## config.mk

```make
export PLATFORM = sky130hd
export DESIGN_NAME = sad_top
export DESIGN_NICKNAME = d
export VERILOG_FILES = /design/src/hw/sad_pkg.sv /design/src/hw/sad_pin_sync.sv /design/src/hw/sad_top.sv
export SDC_FILE = /design/constraint.sdc
export NUM_CORES = 1
export LEC_CHECK = 0
export BUFFER_PORTS_ARGS = -buffer_cell sky130_fd_sc_hd__buf_4
export CAP_MARGIN = 20
export CORE_MARGIN = 2
export CORE_UTILIZATION = 25
export DETAILED_ROUTE_END_ITERATION = 12
export PLACE_DENSITY_LB_ADDON = 0.2
export SLEW_MARGIN = 10
export SYNTH_ARGS = -nofsm -noshare
export SYNTH_HDL_FRONTEND = slang
export SYNTH_SLANG_ARGS = --single-unit
```

## constraint.sdc

```tcl
create_clock -name clk_i -period 2.28 [get_ports clk_i]
set_input_delay 0.228 -clock clk_i [delete_from_list [all_inputs] [get_ports clk_i]]
set_output_delay 0.228 -clock clk_i [all_outputs]
set_load 0.02 [all_outputs]
```

## src/hw/sad_pkg.sv

```systemverilog
// shared constants and types for the system address decoder
// assumes a 100 MHz fabric clock and a 1 MHz processor system clock pin
package sad_pkg;

  localparam int ADDR_W = 16;
  localparam int DATA_W = 8;

  // 4K block codes on address bits 15..12
  localparam logic [3:0] IO_BLK   = 4'h4;
  localparam logic [3:0] OPT_BLK  = 4'h5;
  // bit 15 set: program memory half
  localparam int         PROGRAM_MEMORY_ENABLE_N_BIT = 3;
  // pairs of 4K blocks on address bits 15..13
  localparam logic [2:0] RAM0_PAIR = 3'h0;
  localparam logic [2:0] RAM1_PAIR = 3'h1;
  // bits 15..14 zero: whole ram window
  localparam logic [1:0] RAM_QUAD  = 2'h0;

  // function decoder outputs, 32-byte blocks from the io base
  localparam int FN_REG      = 0;
  localparam int FN_BARGRAPH = 1;
  localparam int FN_COMMS    = 2;
  localparam int FN_ANALYZER = 3;
  localparam int FN_GPIB     = 4;
  localparam int FN_ANALOG   = 5;
  localparam int FN_SPARE1   = 6;
  localparam int FN_SPARE2   = 7;

  // read register map
  localparam logic [15:0] PANEL_SWITCH_INTERFACE = 16'h4000;
  localparam logic [15:0] ENTRY_SWITCH_BYTE      = 16'h4002;
  localparam logic [15:0] PULSE_COUNT_LOW_BYTE   = 16'h4004;
  localparam logic [15:0] PULSE_COUNT_HIGH_BYTE  = 16'h4006;
  localparam logic [15:0] RANGE_SELECT_INPUT     = 16'h4008;
  localparam int RD_SWITCH = 0;
  localparam int RD_ENTRY  = 1;
  localparam int RD_CNT_LO = 2;
  localparam int RD_CNT_HI = 3;
  localparam int RD_RANGE  = 4;

  // entry switch byte layout
  localparam int ENTRY_ENTER_BIT  = 0;
  localparam int ENTRY_VALUE_BIT  = 1;
  localparam int ENTRY_DIGIT_BIT  = 2;
  localparam int ENTRY_UNUSED_BIT = 3;
  localparam int ENTRY_FUNC_LSB   = 4;

  // reset values
  localparam logic [7:0] SELECT_IDLE = 8'hFF;
  localparam logic       SEL_OFF     = 1'b1;
  localparam logic [7:0] DATA_IDLE   = 8'h00;

  // timing
  localparam int CLK_PERIOD_NS   = 10;
  localparam int SYS_CLK_HIGH_NS = 500;
  localparam int STROBE_LEAD_NS  = 225;
  localparam int STROBE_WIDTH_NS = 225;
  localparam logic [5:0] STROBE_START_CYC =
    6'((SYS_CLK_HIGH_NS - STROBE_LEAD_NS) / CLK_PERIOD_NS);
  localparam logic [5:0] STROBE_WIDTH_CYC =
    6'((STROBE_WIDTH_NS + CLK_PERIOD_NS - 1) / CLK_PERIOD_NS);

  typedef enum logic [1:0] {
    SP_IDLE  = 2'b00,
    SP_LEAD  = 2'b01,
    SP_PULSE = 2'b11,
    SP_DONE  = 2'b10
  } sad_phase_type;

  typedef enum logic [3:0] {
    FC_HIGH_SETPOINT = 4'hF,
    FC_CALIBRATE     = 4'hE,
    FC_WARN          = 4'hD,
    FC_OVERRANGE     = 4'hB,
    FC_CONV_CONST    = 4'h9,
    FC_TAU           = 4'h7,
    FC_FULL_SCALE    = 4'h5,
    FC_LOW_SCALE     = 4'h1
  } sad_func_code_type;

endpackage

```

## src/hw/sad_pin_sync.sv

```systemverilog
// three-stage pin synchroniser with agreement filter
// assumes inputs are asynchronous to clk_i
`timescale 1ns/1ps
module sad_pin_sync
#(
  parameter int               WIDTH = 1,
  parameter logic [WIDTH-1:0] INIT  = '0
)
(
  input  wire logic             clk_i,
  input  wire logic             nrst_i,
  input  wire logic [WIDTH-1:0] pin_i,
  output logic      [WIDTH-1:0] level_o
);

  logic [WIDTH-1:0] s1_reg;
  logic [WIDTH-1:0] s2_reg;
  logic [WIDTH-1:0] s3_reg;

  genvar g;
  generate
    for (g = 0; g < WIDTH; g++)
    begin : g_bit
      always_ff @(posedge clk_i or negedge nrst_i)
      begin
        if (!nrst_i)
        begin
          s1_reg[g]  <= INIT[g];
          s2_reg[g]  <= INIT[g];
          s3_reg[g]  <= INIT[g];
          level_o[g] <= INIT[g];
        end
        else
        begin
          s1_reg[g] <= pin_i[g];
          s2_reg[g] <= s1_reg[g];
          s3_reg[g] <= s2_reg[g];
          // glitch filter: take the level once two late stages agree
          if (s2_reg[g] == s3_reg[g])
            level_o[g] <= s3_reg[g];
        end
      end
    end
  endgenerate

endmodule

```

## src/hw/sad_top.sv

```systemverilog
// main-board bus glue: write strobe, transceiver steering, address decode
// assumes processor pins arrive asynchronously; all are filtered first
//
// Overview of operation
// - make a 230 ns (23-cycle) write strobe ending at the clock fall, true and inverted
// - internal transceiver feeds processor on read, internal bus on write
// - external transceiver moves data only while option board enable is low
// - external path: external to internal on read, internal to external on write
// - address bits 15..12 with read/write give active-low 4K selects
// - program memory enable on reads of 8000-FFFF, no clock gating
// - ram selects 0000-1FFF and 2000-3FFF; ram read/write strobes 0000-3FFF
// - ram read strobe and ram chip selects only during clock high phase
// - ram write only while the write strobe is active
// - io select for 4000-4FFF; separate select for 5000-5FFF to connector
// - io region split by bits 8..5 into 32-byte active-low selects
// - selects 4040 through 40E0 go out to option boards
// - register block read decode uses bits 3..1, one output per even address
// - reads map switches, entry, counter low/high, range; rest spare
// - entry byte: enter, value, digit switches, bit 3 zero, function code
// - function codes F,E,D,B,9,7,5,1 are defined, others undefined
// - register block write decode with strobe, bits 3..1 select outputs
`timescale 1ns/1ps
module sad_top
  import sad_pkg::*;
(
  input  wire logic        clk_i,
  input  wire logic        nrst_i,
  input  wire logic        sys_clk_i,
  input  wire logic        rw_i,
  input  wire logic [15:0] addr_i,
  input  wire logic        ext_bus_enable_n_i,
  input  wire logic [7:0]  cpu_data_i,
  input  wire logic [7:0]  int_data_i,
  input  wire logic [7:0]  ext_data_i,
  input  wire logic        enter_sw_n_i,
  input  wire logic        value_sw_n_i,
  input  wire logic        digit_sw_n_i,
  input  wire logic [3:0]  func_code_i,
  output logic             write_strobe_o,
  output logic             write_strobe_n_o,
  output logic             program_memory_enable_n_o,
  output logic             ram_primary_sel_n_o,
  output logic             ram_expansion_sel_n_o,
  output logic             ram_read_n_o,
  output logic             ram_write_n_o,
  output logic             io_region_sel_n_o,
  output logic             option_5000_sel_n_o,
  output logic [7:0]       function_select_n_o,
  output logic [7:0]       read_reg_sel_n_o,
  output logic [7:0]       write_reg_sel_n_o,
  output logic [7:0]       cpu_data_o,
  output logic             cpu_data_oe_o,
  output logic [7:0]       int_data_o,
  output logic             int_data_oe_o,
  output logic [7:0]       ext_data_o,
  output logic             ext_data_oe_o,
  output logic             func_code_defined_o
);

  function automatic logic [7:0] onehot_n(input logic [2:0] idx);
    onehot_n = ~(8'h01 << idx);
  endfunction
  logic        sys_clk_s;
  logic        rw_s;
  logic [15:0] addr_s;
  logic        ext_en_n_s;
  logic [7:0]  cpu_s;
  logic [7:0]  int_s;
  logic [7:0]  ext_s;
  logic [6:0]  panel_s;

  sad_pin_sync #(.WIDTH(19), .INIT({1'b0, 1'b1, 1'b1, 16'h0000})) u_ctl_sync
  (
    .clk_i   (clk_i),
    .nrst_i  (nrst_i),
    .pin_i   ({sys_clk_i, rw_i, ext_bus_enable_n_i, addr_i}),
    .level_o ({sys_clk_s, rw_s, ext_en_n_s, addr_s})
  );
  sad_pin_sync #(.WIDTH(24), .INIT(24'h00_0000)) u_data_sync
  (
    .clk_i   (clk_i),
    .nrst_i  (nrst_i),
    .pin_i   ({cpu_data_i, int_data_i, ext_data_i}),
    .level_o ({cpu_s, int_s, ext_s})
  );
  sad_pin_sync #(.WIDTH(7), .INIT(7'h07)) u_panel_sync
  (
    .clk_i   (clk_i),
    .nrst_i  (nrst_i),
    .pin_i   ({func_code_i, digit_sw_n_i, value_sw_n_i, enter_sw_n_i}),
    .level_o (panel_s)
  );

  // write strobe phase machine, timed from the system clock rise
  sad_phase_type phase_reg;
  sad_phase_type phase_next;
  logic [5:0]    cnt_reg;
  logic [5:0]    cnt_next;
  logic          sys_clk_d_reg;
  logic          clk_rise;
  logic          strobe_next;
  assign clk_rise = sys_clk_s && !sys_clk_d_reg;

  always_comb
  begin
    phase_next = phase_reg;
    cnt_next   = cnt_reg + 6'h01;
    case (phase_reg)
      SP_IDLE:
      begin
        cnt_next = 6'h00;
        if (clk_rise)
          phase_next = SP_LEAD;
      end
      SP_LEAD:
      begin
        if (!sys_clk_s)
          phase_next = SP_IDLE;
        else if (cnt_reg == STROBE_START_CYC - 6'h02)
        begin
          phase_next = SP_PULSE;
          cnt_next   = 6'h00;
        end
      end
      SP_PULSE:
      begin
        // strobe closes on its own count, or early if the clock falls
        if (cnt_reg == STROBE_WIDTH_CYC - 6'h01)
          phase_next = SP_DONE;
        else if (!sys_clk_s)
          phase_next = SP_IDLE;
      end
      SP_DONE:
      begin
        cnt_next = 6'h00;
        if (!sys_clk_s)
          phase_next = SP_IDLE;
      end
      default:
      begin
        phase_next = SP_IDLE;
        cnt_next   = 6'h00;
      end
    endcase
    strobe_next = (phase_next == SP_PULSE);
  end

  always_ff @(posedge clk_i or negedge nrst_i)
  begin
    if (!nrst_i)
    begin
      phase_reg        <= SP_IDLE;
      cnt_reg          <= 6'h00;
      sys_clk_d_reg    <= 1'b0;
      write_strobe_o   <= 1'b0;
      write_strobe_n_o <= SEL_OFF;
    end
    else
    begin
      phase_reg        <= phase_next;
      cnt_reg          <= cnt_next;
      sys_clk_d_reg    <= sys_clk_s;
      write_strobe_o   <= strobe_next;
      write_strobe_n_o <= !strobe_next;
    end
  end

  // address decode
  logic [3:0] blk;
  logic       ram_any;
  logic       program_memory_enable_n_next;
  logic       ram0_next;
  logic       ram1_next;
  logic       ramrd_next;
  logic       ramwr_next;
  logic       io_next;
  logic       opt_next;
  logic [7:0] fn_next;
  logic [7:0] rd_next;
  logic [7:0] wr_next;
  always_comb
  begin
    blk        = addr_s[15:12];
    ram_any    = (blk[3:2] == RAM_QUAD);
    program_memory_enable_n_next  = !(rw_s && blk[PROGRAM_MEMORY_ENABLE_N_BIT]);
    ram0_next  = !((blk[3:1] == RAM0_PAIR) && sys_clk_s);
    ram1_next  = !((blk[3:1] == RAM1_PAIR) && sys_clk_s);
    ramrd_next = !(ram_any && rw_s && sys_clk_s);
    ramwr_next = !(ram_any && !rw_s && strobe_next);
    io_next    = !(blk == IO_BLK);
    opt_next   = !(blk == OPT_BLK);
    fn_next    = SELECT_IDLE;
    if ((blk == IO_BLK) && sys_clk_s && !addr_s[8])
      fn_next = onehot_n(addr_s[7:5]);
    rd_next = SELECT_IDLE;
    if (!fn_next[FN_REG] && rw_s)
      rd_next = onehot_n(addr_s[3:1]);
    wr_next = SELECT_IDLE;
    if (!fn_next[FN_REG] && !rw_s && strobe_next)
      wr_next = onehot_n(addr_s[3:1]);
  end

  always_ff @(posedge clk_i or negedge nrst_i)
  begin
    if (!nrst_i)
    begin
      program_memory_enable_n_o <= SEL_OFF;
      ram_primary_sel_n_o       <= SEL_OFF;
      ram_expansion_sel_n_o     <= SEL_OFF;
      ram_read_n_o              <= SEL_OFF;
      ram_write_n_o             <= SEL_OFF;
      io_region_sel_n_o         <= SEL_OFF;
      option_5000_sel_n_o       <= SEL_OFF;
      function_select_n_o       <= SELECT_IDLE;
      read_reg_sel_n_o          <= SELECT_IDLE;
      write_reg_sel_n_o         <= SELECT_IDLE;
    end
    else
    begin
      program_memory_enable_n_o <= program_memory_enable_n_next;
      ram_primary_sel_n_o       <= ram0_next;
      ram_expansion_sel_n_o     <= ram1_next;
      ram_read_n_o              <= ramrd_next;
      ram_write_n_o             <= ramwr_next;
      io_region_sel_n_o         <= io_next;
      option_5000_sel_n_o       <= opt_next;
      // upper six outputs leave for the option connector untouched
      function_select_n_o       <= fn_next;
      read_reg_sel_n_o          <= rd_next;
      write_reg_sel_n_o         <= wr_next;
    end
  end

  // transceiver steering and entry switch byte
  logic [7:0] entry_byte;
  logic       ext_en;
  logic       int_oe_next;
  logic [7:0] int_out_next;
  always_comb
  begin
    entry_byte                   = {panel_s[6:3], 1'b0, panel_s[2:0]};
    ext_en                       = !ext_en_n_s;
    int_oe_next                  = 1'b1;
    int_out_next                 = cpu_s;
    if (rw_s)
    begin
      if (ext_en)
        int_out_next = ext_s;
      else if (!rd_next[RD_ENTRY])
        int_out_next = entry_byte;
      else
      begin
        // nothing on board drives the bus here; memories do it themselves
        int_oe_next  = 1'b0;
        int_out_next = DATA_IDLE;
      end
    end
  end

  always_ff @(posedge clk_i or negedge nrst_i)
  begin
    if (!nrst_i)
    begin
      cpu_data_o    <= DATA_IDLE;
      cpu_data_oe_o <= 1'b0;
      int_data_o    <= DATA_IDLE;
      int_data_oe_o <= 1'b0;
      ext_data_o    <= DATA_IDLE;
      ext_data_oe_o <= 1'b0;
    end
    else
    begin
      cpu_data_oe_o <= rw_s;
      cpu_data_o    <= int_oe_next ? int_out_next : int_s;
      int_data_oe_o <= int_oe_next;
      int_data_o    <= int_out_next;
      ext_data_oe_o <= ext_en && !rw_s;
      ext_data_o    <= cpu_s;
    end
  end

  always_ff @(posedge clk_i or negedge nrst_i)
  begin
    if (!nrst_i)
      func_code_defined_o <= 1'b0;
    else
    begin
      case (panel_s[6:3])
        FC_HIGH_SETPOINT, FC_CALIBRATE, FC_WARN, FC_OVERRANGE,
        FC_CONV_CONST, FC_TAU, FC_FULL_SCALE, FC_LOW_SCALE:
          func_code_defined_o <= 1'b1;
        default:
          func_code_defined_o <= 1'b0;
      endcase
    end
  end

  // helper: length of the current strobe pulse
  logic [5:0] strobe_len_reg;
  always_ff @(posedge clk_i or negedge nrst_i)
  begin
    if (!nrst_i)
      strobe_len_reg <= 6'h00;
    else
      strobe_len_reg <= write_strobe_o ? strobe_len_reg + 6'h01 : 6'h00;
  end
  a_strobe_width: assert property (@(posedge clk_i) disable iff (!nrst_i)
    ($fell(write_strobe_o) && phase_reg == SP_DONE) |-> (strobe_len_reg == STROBE_WIDTH_CYC))
    else $error("write strobe width wrong");
  a_strobe_pair: assert property (@(posedge clk_i) disable iff (!nrst_i)
    write_strobe_n_o == !write_strobe_o) else $error("strobe copies disagree");
  a_program_memory_enable_n_read: assert property (@(posedge clk_i) disable iff (!nrst_i)
    (rw_s && addr_s[15]) |=> !program_memory_enable_n_o) else $error("memory enable missing");
  a_ram_read_gate: assert property (@(posedge clk_i) disable iff (!nrst_i)
    !ram_read_n_o |-> ($past(sys_clk_s) && $past(rw_s) && $past(addr_s[15:14]) == 2'b00))
    else $error("ram read strobe outside clock phase");
  a_ram_write_gate: assert property (@(posedge clk_i) disable iff (!nrst_i)
    !ram_write_n_o |-> (write_strobe_o && !$past(rw_s))) else $error("ram write outside strobe");
  a_ram_select: assert property (@(posedge clk_i) disable iff (!nrst_i)
    (addr_s[15:13] == 3'b001 && sys_clk_s) |=> (!ram_expansion_sel_n_o && ram_primary_sel_n_o))
    else $error("expansion ram select wrong");
  a_func_block: assert property (@(posedge clk_i) disable iff (!nrst_i)
    (addr_s[15:12] == 4'h4 && sys_clk_s && !addr_s[8])
      |=> (function_select_n_o == onehot_n($past(addr_s[7:5]))))
    else $error("function select wrong");
  a_no_select: assert property (@(posedge clk_i) disable iff (!nrst_i)
    (addr_s[15:13] == 3'b011) |=> (function_select_n_o == 8'hFF && ram_read_n_o
      && ram_write_n_o && io_region_sel_n_o && option_5000_sel_n_o
      && read_reg_sel_n_o == 8'hFF && write_reg_sel_n_o == 8'hFF))
    else $error("select active outside any range");
  a_read_reg: assert property (@(posedge clk_i) disable iff (!nrst_i)
    !read_reg_sel_n_o[RD_ENTRY] |-> (!function_select_n_o[FN_REG] && $past(rw_s)
      && $past(addr_s[3:1]) == 3'h1))
    else $error("read register select wrong");
  a_ext_gate: assert property (@(posedge clk_i) disable iff (!nrst_i)
    ext_data_oe_o |-> ($past(ext_en_n_s) == 1'b0 && !cpu_data_oe_o))
    else $error("external bus driven without enable");

endmodule

```

---- Yosys cells after proc, flatten, opt, wreduce, memory -nomap -nowiden ----
Memory sizes are Yosys's and may differ from the RTL's. A register that Yosys moved wholly into a read port is not among the register bits.
Cells that the tools add are included.
word-level totals
  register bits ........................... 249
  output and inout bits ................... 61
  logic and storage cells ................. 312
  bits in read-only memories .............. 16
  memories ................................ 1
cells by class
  mux-type cells .......................... 19
  add/sub/neg operators ................... 1
  shift-type cells ........................ 2
  equality and inequality tests ........... 54
  bitwise logic cells ..................... 2
  reduce and logical (&&, ||, !) cells .... 32
memories
  memory            words  bits a word  rd ports  clocked after memory_dff  wr ports  line            source
  (name not given)  16     1            1         1                         0         sad_top.sv:288  case (panel_s[6:3])
operator list
  operator                                          count
  2-to-1 mux 8 bit                                  7
  == test 1 bit                                     45
  inverter 8 bit                                    2
  left shift 1 x 3 -> 8 bit (first input constant)  2
  logical AND 1 bit                                 14
  logical NOT 1 bit                                 14
  == test 6 x 5 -> 1 bit (second input constant)    2
  2-to-1 mux 6 bit                                  2
  case mux 6 bit (2 select lines)                   1
  2-to-1 mux 2 bit                                  5
  == test 4 x 3 -> 1 bit (second input constant)    2
  case mux 2 bit (4 select lines)                   1
  adder 6 x 1 -> 6 bit (second input constant)      1
  == test 2 bit (second input constant)             3
  logical NOT 2 bit                                 2
  == test 3 x 1 -> 1 bit (second input constant)    1
  logical NOT 3 bit                                 1
  2-to-1 mux 1 bit                                  3
  == test 2 x 1 -> 1 bit (second input constant)    1
  OR reduction 2 bit                                1

---- Longest topological paths before layout ----
Gate-level depths: netlist of run 1.
  word-level depth ........................ 11
  gate-level depth with buffers ........... 6

---- Modules after synthesis ----
Synthesis of run 1 repeated with hierarchy kept, for this count alone.
unflattened totals
  cell total of the unflattened synthesis .. 460
  area total of the unflattened synthesis .. 8,242.9 sq um
by module, submodules not included
  module                       cells each  area an instance (sq um)  times used  seq. area each (sq um)
  sad_pin_sync (u_data_sync)   120         2,672.6                   1           2,402.3
  sad_top                      210         2,650.0                   1           1,791.7
  sad_pin_sync (u_ctl_sync)    95          2,125.8                   1           1,911.8
  sad_pin_sync (u_panel_sync)  35          794.5                     1           715.7

---- Worst setup path after synthesis of run 1 ----
Ideal clock, no wire load.
  path type ............................... reg2reg
  from .................................... reg u_ctl_sync.level_o[13]
  to ...................................... reg cpu_data_o[4]
  path buffers ............................ 2
  stages on the path, launching flop included .. 6
  setup slack ............................. 290 ps
  data arrival time ....................... 1,904 ps
  setup time .............................. 86 ps
  cell sequence ........................... dfrtp_1 or4b_1 buf_2 or4b_4 buf_6 o221ai_2
between the ends
  cells in the longest elaborated chain, start to end .. 11
ends and longest elaborated chain
  item                                                  line                source
  start, declared                                       sad_pin_sync.sv:13  output logic [WIDTH-1:0] level_o
  start signal, assigned by index                       sad_pin_sync.sv:31  level_o[g] <= INIT[g];
  start signal, assigned by index                       sad_pin_sync.sv:40  level_o[g] <= s3_reg[g];
  == test 4 x 3 -> 1 bit (*)                            sad_top.sv:193      if ((blk == IO_BLK) && sys_clk_s && !addr_s[8])
  logical AND 1 bit (*) (2 in series)                   sad_top.sv:193
  2-to-1 mux 8 bit (*)                                  sad_top.sv:193
  logical NOT 1 bit (*)                                 sad_top.sv:196      if (!fn_next[FN_REG] && rw_s)
  logical AND 1 bit (*)                                 sad_top.sv:196
  2-to-1 mux 8 bit (*)                                  sad_top.sv:196
  2-to-1 mux 8 bit or 2-to-1 mux 1 bit (tied branches)  sad_top.sv:249      else if (!rd_next[RD_ENTRY])
  2-to-1 mux 8 bit or 2-to-1 mux 1 bit (tied branches)  sad_top.sv:247      if (ext_en)
  2-to-1 mux 8 bit or 2-to-1 mux 1 bit (tied branches)  sad_top.sv:245      if (rw_s)
  2-to-1 mux 8 bit (*)                                  sad_top.sv:274      cpu_data_o <= int_oe_next ? int_out_next : int_s;
  end signal, assigned                                  sad_top.sv:274
  end, declared                                         sad_top.sv:51       output logic [7:0] cpu_data_o,
Mark *: on every way between the ends. The rest lies on a longest branch, timed or not.
A chain may end at the register's enable or synchronous reset.

---- Worst setup path after layout of run 1 ----
  from .................................... reg u_ctl_sync.level_o[13]
  to ...................................... reg cpu_data_o[7]
The elaborated chain is that of the path after synthesis.

==> results of run 1 <==
synth_stat cells (all sizes together) (4+ instances only):
master	instances	area [um2]
dfrtp	198	4950
maj3	45	450
a21oi	10	50.1
dfstp	52	1370
inv	22	82.6
nor3	7	40.0
buf	6	35.0
o21ai	12	60.1
nand4	12	75.1
nor2	12	45.0
nand2b	5	31.3
nand2	14	52.6
or4b	4	43.8
nand3	10	50.1
o221ai	8	88.8
clkbuf	4	15.0
nor2b	14	87.6
layout make-up:
cell class | count | area, um2
Inverter | 22 | 82.6
Tap cell | 396 | 495
Multi-Input combinational cell | 174 | 1270
Clock inverter | 11 | 108
Fill cell | 2957 | 20000
Timing Repair Buffer | 174 | 1470
Clock buffer | 41 | 820
Sequential cell | 250 | 6320
worst paths after layout:
| path | slack, ps | start | end |
|---|---|---|---|
| worst max-delay path | 210 | u_ctl_sync.level_o[13] | cpu_data_o[7] |
| worst min-delay path | 150 | nrst_i | u_ctl_sync.s2_reg[8] |
| worst max register to register | 210 | u_ctl_sync.level_o[13] | cpu_data_o[7] |
| worst min register to register | 340 | u_ctl_sync.s1_reg[17] | u_ctl_sync.s2_reg[17] |
| max in group asynchronous | 1360 | nrst_i | u_ctl_sync.level_o[16] |
| min in group clk_i | 340 | u_ctl_sync.s1_reg[17] | u_ctl_sync.s2_reg[17] |
where the power goes:
| part | leakage [uW] | total, uW | switching, uW | internal (uW) |
|---|---|---|---|---|
| clock | 0.000452 | 4360 | 1750 | 2610 |
| sequential | 0.00288 | 4900 | 151 | 4750 |
| combinational | 0.00120 | 765 | 411 | 355 |
| total | 0.00454 | 10000 | 2310 | 7720 |
metal layers:
metal	GRT usage [%]	up-vias
li1	-	1938
met1	13.5	2082
met3	2.13	26
met2	14.8	86
met5	0	-
met4	3.19	0
critical path: stages, from the launching register on:
cell and delay, ps:
dfrtp_1 410, or4b_1 610, or4b_4 710, o221ai_1 230
metrics by stage:
| step | instance area [um2] | instances | util (%) |
|---|---|---|---|
| 2_1_floorplan | 7720 | 456 | - |
| 3_3_place_gp | 9170 | 970 | 30.1 |
| 5_1_grt | 10600 | 1068 | 34.6 |
| 6_report | 10600 | 1068 | 34.6 |
| 3_5_place_dp | 9170 | 970 | 30.1 |
| 4_1_cts | 10600 | 1068 | 34.6 |
repair_timing:
item,4_1_cts,5_1_grt
endpoints found under the setup margin,0,0
hold endpoints to repair,258,0
hold buffers,46,0
cells by family after synthesis:
family / count (synthesis) / synth area share [%]
AOI/OAI and AO/OA: 34 / 3.16
and+or+nand+nor: 88 / 6.45
xor gates and xnor gates: 3 / 0.340
buffers and inverters: 32 / 1.72
adders and majority gates: 48 / 6.32
muxes: 1 / 0.130
DFF: 250 / 81.9
==> results.md, run 1 <==
* **worst path setup slack after routing** 210 ps
* **number of distinct library cells after synthesis** 38
* **CTS Buffer Depth** 3
* **met1 wire length** 7270 um
* **clock sink total** 250
* **Chip Width** 180 um
* **GR Overflow Total** 0
* **number of DRC markers after the initial detailed-route iteration** 231
* **required time of the critical path** 2710 ps
* **gate count after technology mapping** 456
* **Post-Synthesis Net Count** 511
* **number of H-tree levels** 1
* **hpwl dp** 9680 um
* **largest net degree at the start of global routing** 95
* **vias in the first global route** 4,598
* **type of the worst min-delay path** input port to async pin
* **Worst-Skew Late Latency** 530 ps
* **classification of the worst setup path** flip-flop to flip-flop
* **Final Hold Viols** 0
* **vias post-DR** 4,132
* **length of the first detailed-routing pass in iterations** 4
* **setup slack at placement** 221 ps
* **total die area** 32,300 um2
* **type of destination of the critical path** flip-flop
* **register clock-pin slew on the reported worst setup and hold paths** 60 ps
* **most common cell after layout, fill and taps aside** dfrtp_1
* **Slew headroom** 64.2%
* **power density over the cells** 950 nW/um2
* **final critical delay including setup and external delays** 2070 ps
* **number of routed nets with antenna violations** 0
* **area inside the core boundary** 30,500 um2
* **sequential area share after synthesis** 81.9%
* **Netlist Area Pre-Place** 7720 um2
* **setup repair after global routing missed its margin** no
* **post-synthesis area per instance** 16.9 um2
* **total setup violations reported at the end of the flow** 0
* **ratio of final minimum period to clock period** 90.8%
* **Final Max Tran Viols** 0
* **pin slew with the least headroom to its limit** 532 ps
* **routed wire length per instance** 14.2 um
* **crit path DAT** 2500 ps
* **worst-case reg-to-reg path depth** 3
* **clock buffer count from CTS** 28
* **remaining routing DRC violations** 0
* **Clock Tree Root** clkbuf_16
* **final total power** 10,000 uW
* **sum of negative setup slack** 0 ps
* **Max Fclk** 0.483 GHz
* **wire length on met2** 6850 um
* **asr flop ratio synth** 100%
* **count of port buffers added during placement** 107
* **detailed-routed wire length on met3** 645 um
* **largest vdd supply drop** 0.491 mV
* **count of boundary I/O pins** 113
* **n_diodes** 0
* **final weighted congestion in routability-driven placement** 0.713
* **highest routed layer** met4
* **quantity of gates resized following cts** 0
* **top library cells by usage in the layout, fill and taps aside** dfrtp_1 (198), buf_4 (124), dfstp_2 (52)
* **starting density of the core** 25.3%
* **number of flops mapped to enable cells by yosys** 0
* **highest fanout seen on the critical path** 14
* **antenna violations before repair** 0
* **Worst Setup Start Kind** flip-flop
* **# rows** 64
* **worst hold-check slack** 149 ps
* **Post-CTS Setup Repair Bufs** 0
* **Die H** 180 um
* **number of max-cap violations** 0
* **dominant register cell in the synthesized netlist** dfrtp_1
* **number of register bits inferred by synthesis** 250
* **clock tree from TritonCTS** yes
* **worst setup skew after layout** 20.3 ps
* **run status** completed
* **synth-to-layout area growth** 36.8%
* **final WL** 15,100 um
* **Static Leakage** 0.00454 uW
* **wire length of the first global-routing pass** 25,100 um
* **Layout Nets** 705
* **count of yosys warnings during synthesis** 0
* **share of post-route cells with drive strength above 1** 34.7%
* **GRT Total Usage** 9.62%
* **Vias per Instance** 3.87
(Power assumes the default switching activity.)
==> run 2: changes to the inputs <==
Settings changed: CTS_BUF_LIST set to sky130_fd_sc_hd__clkbuf_8.
==> run 2 against run 1 <==
Utilization increased by 0.34 points. Clock skew increased by 0.79 ps. First-iteration DRC count decreased by 26%. Sequential share of layout area decreased by 0.58 points. Global-route usage increased by 0.31 points. Total power increased by 2.8%. Register-to-register slack about the same. Flip-flop and latch count unchanged. Count of clock-buffer cells in the layout increased by 17. Largest power group unchanged. Die area unchanged. Via count increased by 3.1%. Largest cell class unchanged.
==> results.md, run 2 (synthesized netlist as in run 1, its figures left out) <==
* **combinational share of power** 7.4%, -0.2 points
* **share of post-route cells with drive strength above 1** 37.0%, +2.3 points
* **run status** completed
* **internal power contribution** 7960 uW, +3.1%
* **cells along the critical path** or4b_1 > or4b_4 > o221ai_1
* **remaining routing DRC violations** 0, unchanged
* **vias in the first global route** 4,799, +4.4%
* **largest net degree at the start of global routing** 95, unchanged
* **number of DRC markers after the initial detailed-route iteration** 170, -26%
* **worst hold-check slack** 141 ps, -8.51 ps
* **Max Fclk** 0.480 GHz, -0.59%
* **n_diodes** 0, unchanged
* **# rows** 64, unchanged
* **synth-to-layout area growth** 38.1%
* **area inside the core boundary** 30,500 um2, unchanged
* **summed area of non-filler cells in the final layout** 10,700 um2, +0.97%
* **total setup violations reported at the end of the flow** 0, unchanged
* **count of non-filler cells in the finished layout** 1,096, +2.6%
* **count of port buffers added during placement** 107, unchanged
* **Die H** 180 um, unchanged
* **clock tree from TritonCTS** yes
* **Placed Cells** 970, unchanged
* **area used by multi-input combinational logic** 1270 um2, unchanged
* **length of the first detailed-routing pass in iterations** 4, unchanged
* **most common cell after layout, fill and taps aside** dfrtp_1
* **CTS Buffer Depth** 3, unchanged
* **number of max-cap violations** 0, unchanged
* **sequential cell area in the final layout** 6320 um2, unchanged
* **final weighted congestion in routability-driven placement** 0.713, unchanged
* **number of H-tree levels** 2, +1
* **GRT Total Usage** 9.92%, +0.31 points
* **Global Route met3 Usage** 2.37%, +0.24 points
* **reported net switching power** 2350 uW, +1.6%
* **hpwl dp** 9680 um, unchanged
* **wire length of the first global-routing pass** 25,600 um, +2.2%
* **highest cell delay on the worst timing path** 710 ps, about the same
* **post-place instance area** 9170 um2, unchanged
* **setup repair after global routing missed its margin** no
* **total die area** 32,300 um2, unchanged
* **Worst Setup Start Kind** flip-flop
* **number of inserted filler cells in the final layout** 2,965, +0.27%
* **Layout Nets** 720, +2.1%
* **crit path DAT** 2510 ps, about the same
* **largest vdd supply drop** 0.380 mV, -23%
* **Vias per Instance** 3.89, +0.51%
* **top library cells by usage in the layout, fill and taps aside** dfrtp_1 (198), buf_4 (124), clkbuf_8 (58)
* **pin slew with the least headroom to its limit** 548 ps, +15.5 ps
* **Final Max Tran Viols** 0, unchanged
* **vias post-DR** 4,262, +3.1%
* **number of routed nets with antenna violations** 0, unchanged
* **final WL** 15,400 um, +1.8%
* **sum of negative setup slack** 0 ps, unchanged
* **count of boundary I/O pins** 113, unchanged
* **Clock Tree Root** clkbuf_8
* **Seq pwr share** 47.6%, -1.3 points
* **Final Hold Viols** 0, unchanged
* **share of power burned in the clock network** 45.0%, +1.5 points
* **final critical delay including setup and external delays** 2080 ps, +12.4 ps
* **routed wire length per instance** 14.1 um, -0.80%
* **Static Leakage** 0.00465 uW, +2.6%
* **worst setup skew after layout** 21.1 ps, +0.792 ps
* **type of the worst min-delay path** input port to async pin
* **slowest cell on the critical path** or4b_4
* **ratio of final minimum period to clock period** 91.3%, +0.54 points
* **peak-usage layer in the global routing report** met2
* **clock buffer count from CTS** 43, +54%
* **classification of the worst setup path** flip-flop to flip-flop
* **share of total power consumed by net switching** 22.8%, -0.26 points
* **type of destination of the critical path** flip-flop
* **register clock-pin slew on the reported worst setup and hold paths** 60 ps, about the same
* **starting density of the core** 25.3%, unchanged
* **clock sink total** 250, unchanged
* **met1 track utilization from global routing** 13.2%, -0.27 points
* **antenna violations before repair** 0, unchanged
* **Chip Width** 180 um, unchanged
* **highest fanout seen on the critical path** 14, unchanged
* **power density over the cells** 967 nW/um2, +1.8%
* **GR Overflow Total** 0, unchanged
* **required time of the critical path** 2710 ps, about the same
* **met2 capacity usage during global routing** 15.2%, +0.34 points
* **Worst-Skew Late Latency** 540 ps, about the same
* **Slew headroom** 63.1%, -1.0 points
==> run 2: cell count changes in the layout (fill, tap and decap cells not counted), sizes merged <==
cell,previous run,this run
bufinv,1,5
clkbuf,41,58
clkinvlp,2,0
inv,22,31
==> run 2: area by class of cell <==
| type | count | area share, % |
|---|---|---|
| clock buffers | 58 | 7.49 |
| inverters | 22 | 0.775 |
| multi-input cells | 174 | 11.9 |
| well taps | 396 | 4.65 |
| flip-flops and latches | 250 | 59.3 |
| repair buffers | 174 | 13.8 |
| clock inverters | 22 | 2.17 |
==> run 2: repair_timing <==
| item | 4_1_cts | 5_1_grt |
|---|---|---|
| gates resized for setup | 0 | 0 |
| buffers inserted | 0 | 0 |
| hold endpoints to repair | 258 | 0 |
| endpoints found under the setup margin | 0 | 0 |
| hold buffers | 46 | 0 |
==> run 2: worst max-delay path, delay by kind of cell (launching register included) <==
family,cells,cell delay [ps]
and+or+nand+nor,2,1320
DFF,1,410
AOI/OAI and AO/OA,1,230
==> run 2: worst paths after layout <==
| check | slack [ps] | to | start | depth (start not counted) |
|---|---|---|---|---|
| min | 140 | u_ctl_sync.s2_reg[8] | nrst_i | 2 |
| max | 200 | cpu_data_o[1] | u_ctl_sync.level_o[13] | 3 |
| max in group asynchronous | 1370 | u_ctl_sync.s1_reg[16] | nrst_i | 3 |
| min in group clk_i | 340 | u_ctl_sync.s1_reg[1] | addr_i[1] | 2 |
| max reg2reg | 200 | cpu_data_o[1] | u_ctl_sync.level_o[13] | 3 |
| min reg2reg | 350 | u_data_sync.s2_reg[11] | u_data_sync.s1_reg[11] | 0 |
==> run 2: power by group through the flow <==
stage	Clock (uW)	Sequential (uW)	Combinational, uW
2_1_floorplan	0	5030	224
3_3_place_gp	0	4970	712
3_5_place_dp	0	4980	725
4_1_cts	4850	4910	791
5_1_grt	5050	4940	849
6_report	4640	4900	766
==> run 2: per-layer routing <==
layer | share of wire (%) | wire length (um) | up-vias
met5 | 0 | 0 | -
met4 | 3.6 | 549 | 0
met3 | 4.6 | 710 | 42
met2 | 46 | 7020 | 108
met1 | 46 | 7130 | 2141
li1 | - | - | 1971
==> run 2: through the flow <==
stage	setup WS [ps]	util, %	power (uW)
5_1_grt	102	34.9	10800
3_3_place_gp	238	30.1	5680
6_report	198	34.9	10300
4_1_cts	171	34.9	10500
2_1_floorplan	290	-	5260
3_5_place_dp	221	30.1	5700
==> run 3: changes to the inputs <==
--- a/config.mk
+++ b/config.mk
@@ -9,3 +9,2 @@
 export CAP_MARGIN = 20
-export CORE_MARGIN = 2
 export CORE_UTILIZATION = 25
@@ -14,3 +13,2 @@
 export PLACE_DENSITY_LB_ADDON = 0.2
-export SLEW_MARGIN = 10
 export SYNTH_ARGS = -nofsm -noshare
==> constraint.sdc (replaced) <==
create_clock -name clk_i -period 2.28 [get_ports clk_i]
set_input_delay 0.456 -clock clk_i [delete_from_list [all_inputs] [get_ports clk_i]]
set_output_delay 0.456 -clock clk_i [all_outputs]
set_load 0.02 [all_outputs]
==> run 3 against run 2 <==
Global-route usage rose by 0.19 points. Via count barely moved. Non-clock buffer count rose by 1. Wire length fell by 1.9%. Combinational power barely moved. Flip-flop and latch count did not move. Total power rose by 0.75%. Cell count barely moved. Clock power rose by 2%.
==> results.md, run 3 (synthesized netlist as in run 1, its figures left out) <==
* **setup slack at placement** 207 ps, -14.0 ps
* **total die area** 31,600 um2, -2.2%
* **GRT Total Usage** 10.1%, +0.19 points
* **power density over the cells** 971 nW/um2, +0.49%
* **share of post-route cells with drive strength above 1** 36.6%, -0.40 points
* **flop-to-flop setup slack** 210 ps, about the same
* **routed wire length per instance** 13.8 um, -1.9%
* **highest cell delay on the worst timing path** 710 ps, about the same
* **share of power burned in the clock network** 45.4%, +0.4 points
* **quantity of gates resized following cts** 0, unchanged
* **summed area of non-filler cells in the final layout** 10,700 um2, +0.26%
* **top library cells by usage in the layout, fill and taps aside** dfrtp_1 (198), buf_4 (125), clkbuf_8 (58)
* **register clock-pin slew on the reported worst setup and hold paths** 60 ps, about the same
* **cells along the critical path** or4b_1 > or4b_4 > o221ai_1
* **worst-case reg-to-reg path depth** 3, unchanged
* **clock tree from TritonCTS** yes
* **number of max-cap violations** 0, unchanged
* **type of destination of the critical path** flip-flop
* **worst setup skew after layout** 18.1 ps, -3.03 ps
* **final WL** 15,100 um, -1.9%
* **clock buffer count from CTS** 45, +4.7%
* **Slew headroom** 59.2%, -4.0 points
* **Max Fclk** 0.483 GHz, +0.53%
* **worst path setup slack after routing** 209 ps, +10.9 ps
* **largest vdd supply drop** 0.328 mV, -14%
* **Static Leakage** 0.00469 uW, +0.69%
* **n_diodes** 0, unchanged
* **count of port buffers added during placement** 107, unchanged
* **largest net degree at the start of global routing** 71, -25%
* **number of inserted filler cells in the final layout** 2,888, -2.6%
* **Die H** 178 um, -1.1%
* **type of the worst min-delay path** flip-flop to flip-flop
* **sum of negative setup slack** 0 ps, unchanged
* **area inside the core boundary** 30,000 um2, -1.6%
* **internal power contribution** 7980 uW, +0.34%
* **length of the first detailed-routing pass in iterations** 4, unchanged
* **highest fanout seen on the critical path** 14, unchanged
* **Vias per Instance** 3.89, +0.11%
* **CTS Buffer Depth** 3, unchanged
* **Final Hold Viols** 0, unchanged
* **crit path DAT** 2510 ps, about the same
* **remaining routing DRC violations** 0, unchanged
* **Post-CTS Setup Repair Bufs** 0, unchanged
* **reported net switching power** 2400 uW, +2.1%
* **hpwl dp** 9610 um, -0.71%
* **classification of the worst setup path** flip-flop to flip-flop
* **ratio of final minimum period to clock period** 90.8%, -0.48 points
* **GR Overflow Total** 0, unchanged
* **synth-to-layout area growth** 38.5%
* **# rows** 63, -1.6%
* **clock sink total** 250, unchanged
* **Placed Cells** 965, -0.52%
* **count of non-filler cells in the finished layout** 1,095, -0.091%
* **launch point of the worst hold path** u_data_sync.s1_reg[7]
* **Layout Nets** 723, +0.42%
* **vias in the first global route** 4,634, -3.4%
* **slowest cell on the critical path** or4b_4
* **number of routed nets with antenna violations** 0, unchanged
* **number of DRC markers after the initial detailed-route iteration** 129, -24%
* **antenna violations before repair** 0, unchanged
* **final critical delay including setup and external delays** 2070 ps, -10.9 ps
* **terminus of the critical flop-to-flop path** cpu_data_o[7]
* **most common cell after layout, fill and taps aside** dfrtp_1
* **share of total power consumed by net switching** 23.1%, +0.31 points
* **number of H-tree levels** 2, unchanged
* **vias post-DR** 4,263, +0.023%
* **starting density of the core** 25.7%, +0.40 points
* **Final Max Tran Viols** 0, unchanged
* **wire length of the first global-routing pass** 24,700 um, -3.6%
* **number of instances on the worst hold path** 0
* **post-place instance area** 9170 um2, unchanged
* **Chip Width** 178 um, -1.1%
* **combinational share of power** 7.4%, about the same
* **pin slew with the least headroom to its limit** 607 ps, +59.1 ps
* **Worst Setup Start Kind** flip-flop
* **run status** completed
* **final weighted congestion in routability-driven placement** 0.709, -0.55%
* **required time of the critical path** 2720 ps, about the same
* **startpoint of the worst-slack reg-to-reg timing path** u_ctl_sync.level_o[13]
* **setup repair after global routing missed its margin** no
* **Worst-Skew Late Latency** 550 ps, about the same
* **count of boundary I/O pins** 113, unchanged
* **worst-case hold path end point** u_data_sync.s2_reg[7]
* **Clock Tree Root** clkbuf_8
* **Seq pwr share** 47.2%, -0.4 points
* **total setup violations reported at the end of the flow** 0, unchanged
==> run 3: cell types whose count changed in the layout (fill, tap and decap cells not counted), sizes merged <==
cell and change:
buf +1, clkinv -3, inv +7
==> run 3: worst max path at each step <==
stage	startpoint	to	cells after the start
after detailed placement	u_ctl_sync.level_o[13]	cpu_data_o[1]	3
final	u_ctl_sync.level_o[13]	cpu_data_o[7]	3
after floorplan	u_ctl_sync.level_o[13]	cpu_data_o[4]	5
after global routing	u_ctl_sync.level_o[13]	cpu_data_o[0]	3
after CTS	u_ctl_sync.level_o[13]	cpu_data_o[1]	3
after global placement	u_ctl_sync.level_o[13]	cpu_data_o[1]	3
==> run 3: critical path, delay by kind of cell (launching register included) <==
family	cells	cell delay (ps)
and+or+nand+nor	2	1320
DFF	1	410
AOI/OAI and AO/OA	1	230
==> run 3: final cells by class <==
type                            count  area [um2]  share of cell area, %
Tap cell                          390         488                   4.57
Inverter                           22        82.6                  0.773
Timing Repair Buffer              175        1470                   13.8
Multi-Input combinational cell    174        1270                   11.8
Sequential cell                   250        6320                   59.1
Clock inverter                     26         259                   2.42
Clock buffer                       58         798                   7.47
==> run 3: what timing repair did <==
action | CTS | global route
endpoints found under the hold margin | 69 | 0
hold buffers | 46 | 0
endpoints found under the setup margin | 0 | 0
==> run 3: through the flow <==
step           total power, uW  utilization [%]  hold slack, ps
2_1_floorplan             5260                -             160
6_report                 10400             35.6             346
5_1_grt                  10900             35.6             351
3_3_place_gp              5680             30.5             323
3_5_place_dp              5700             30.5             327
4_1_cts                  10600             35.6             325
==> run 3: layer usage <==
metal	vias up	GRT usage, %	routed length [um]
met5	-	0	0
met4	0	4.56	481
met3	43	2.61	806
met2	104	15.4	6950
met1	2135	13.5	6880
li1	1981	-	-
==> run 3: power groups by stage <==
stage          sequential [uW]  combinational [uW]  clock (uW)
4_1_cts                   4910                 792        4920
5_1_grt                   4940                 852        5130
6_report                  4900                 768        4710
2_1_floorplan             5030                 224           0
3_5_place_dp              4980                 726           0
3_3_place_gp              4970                 715           0
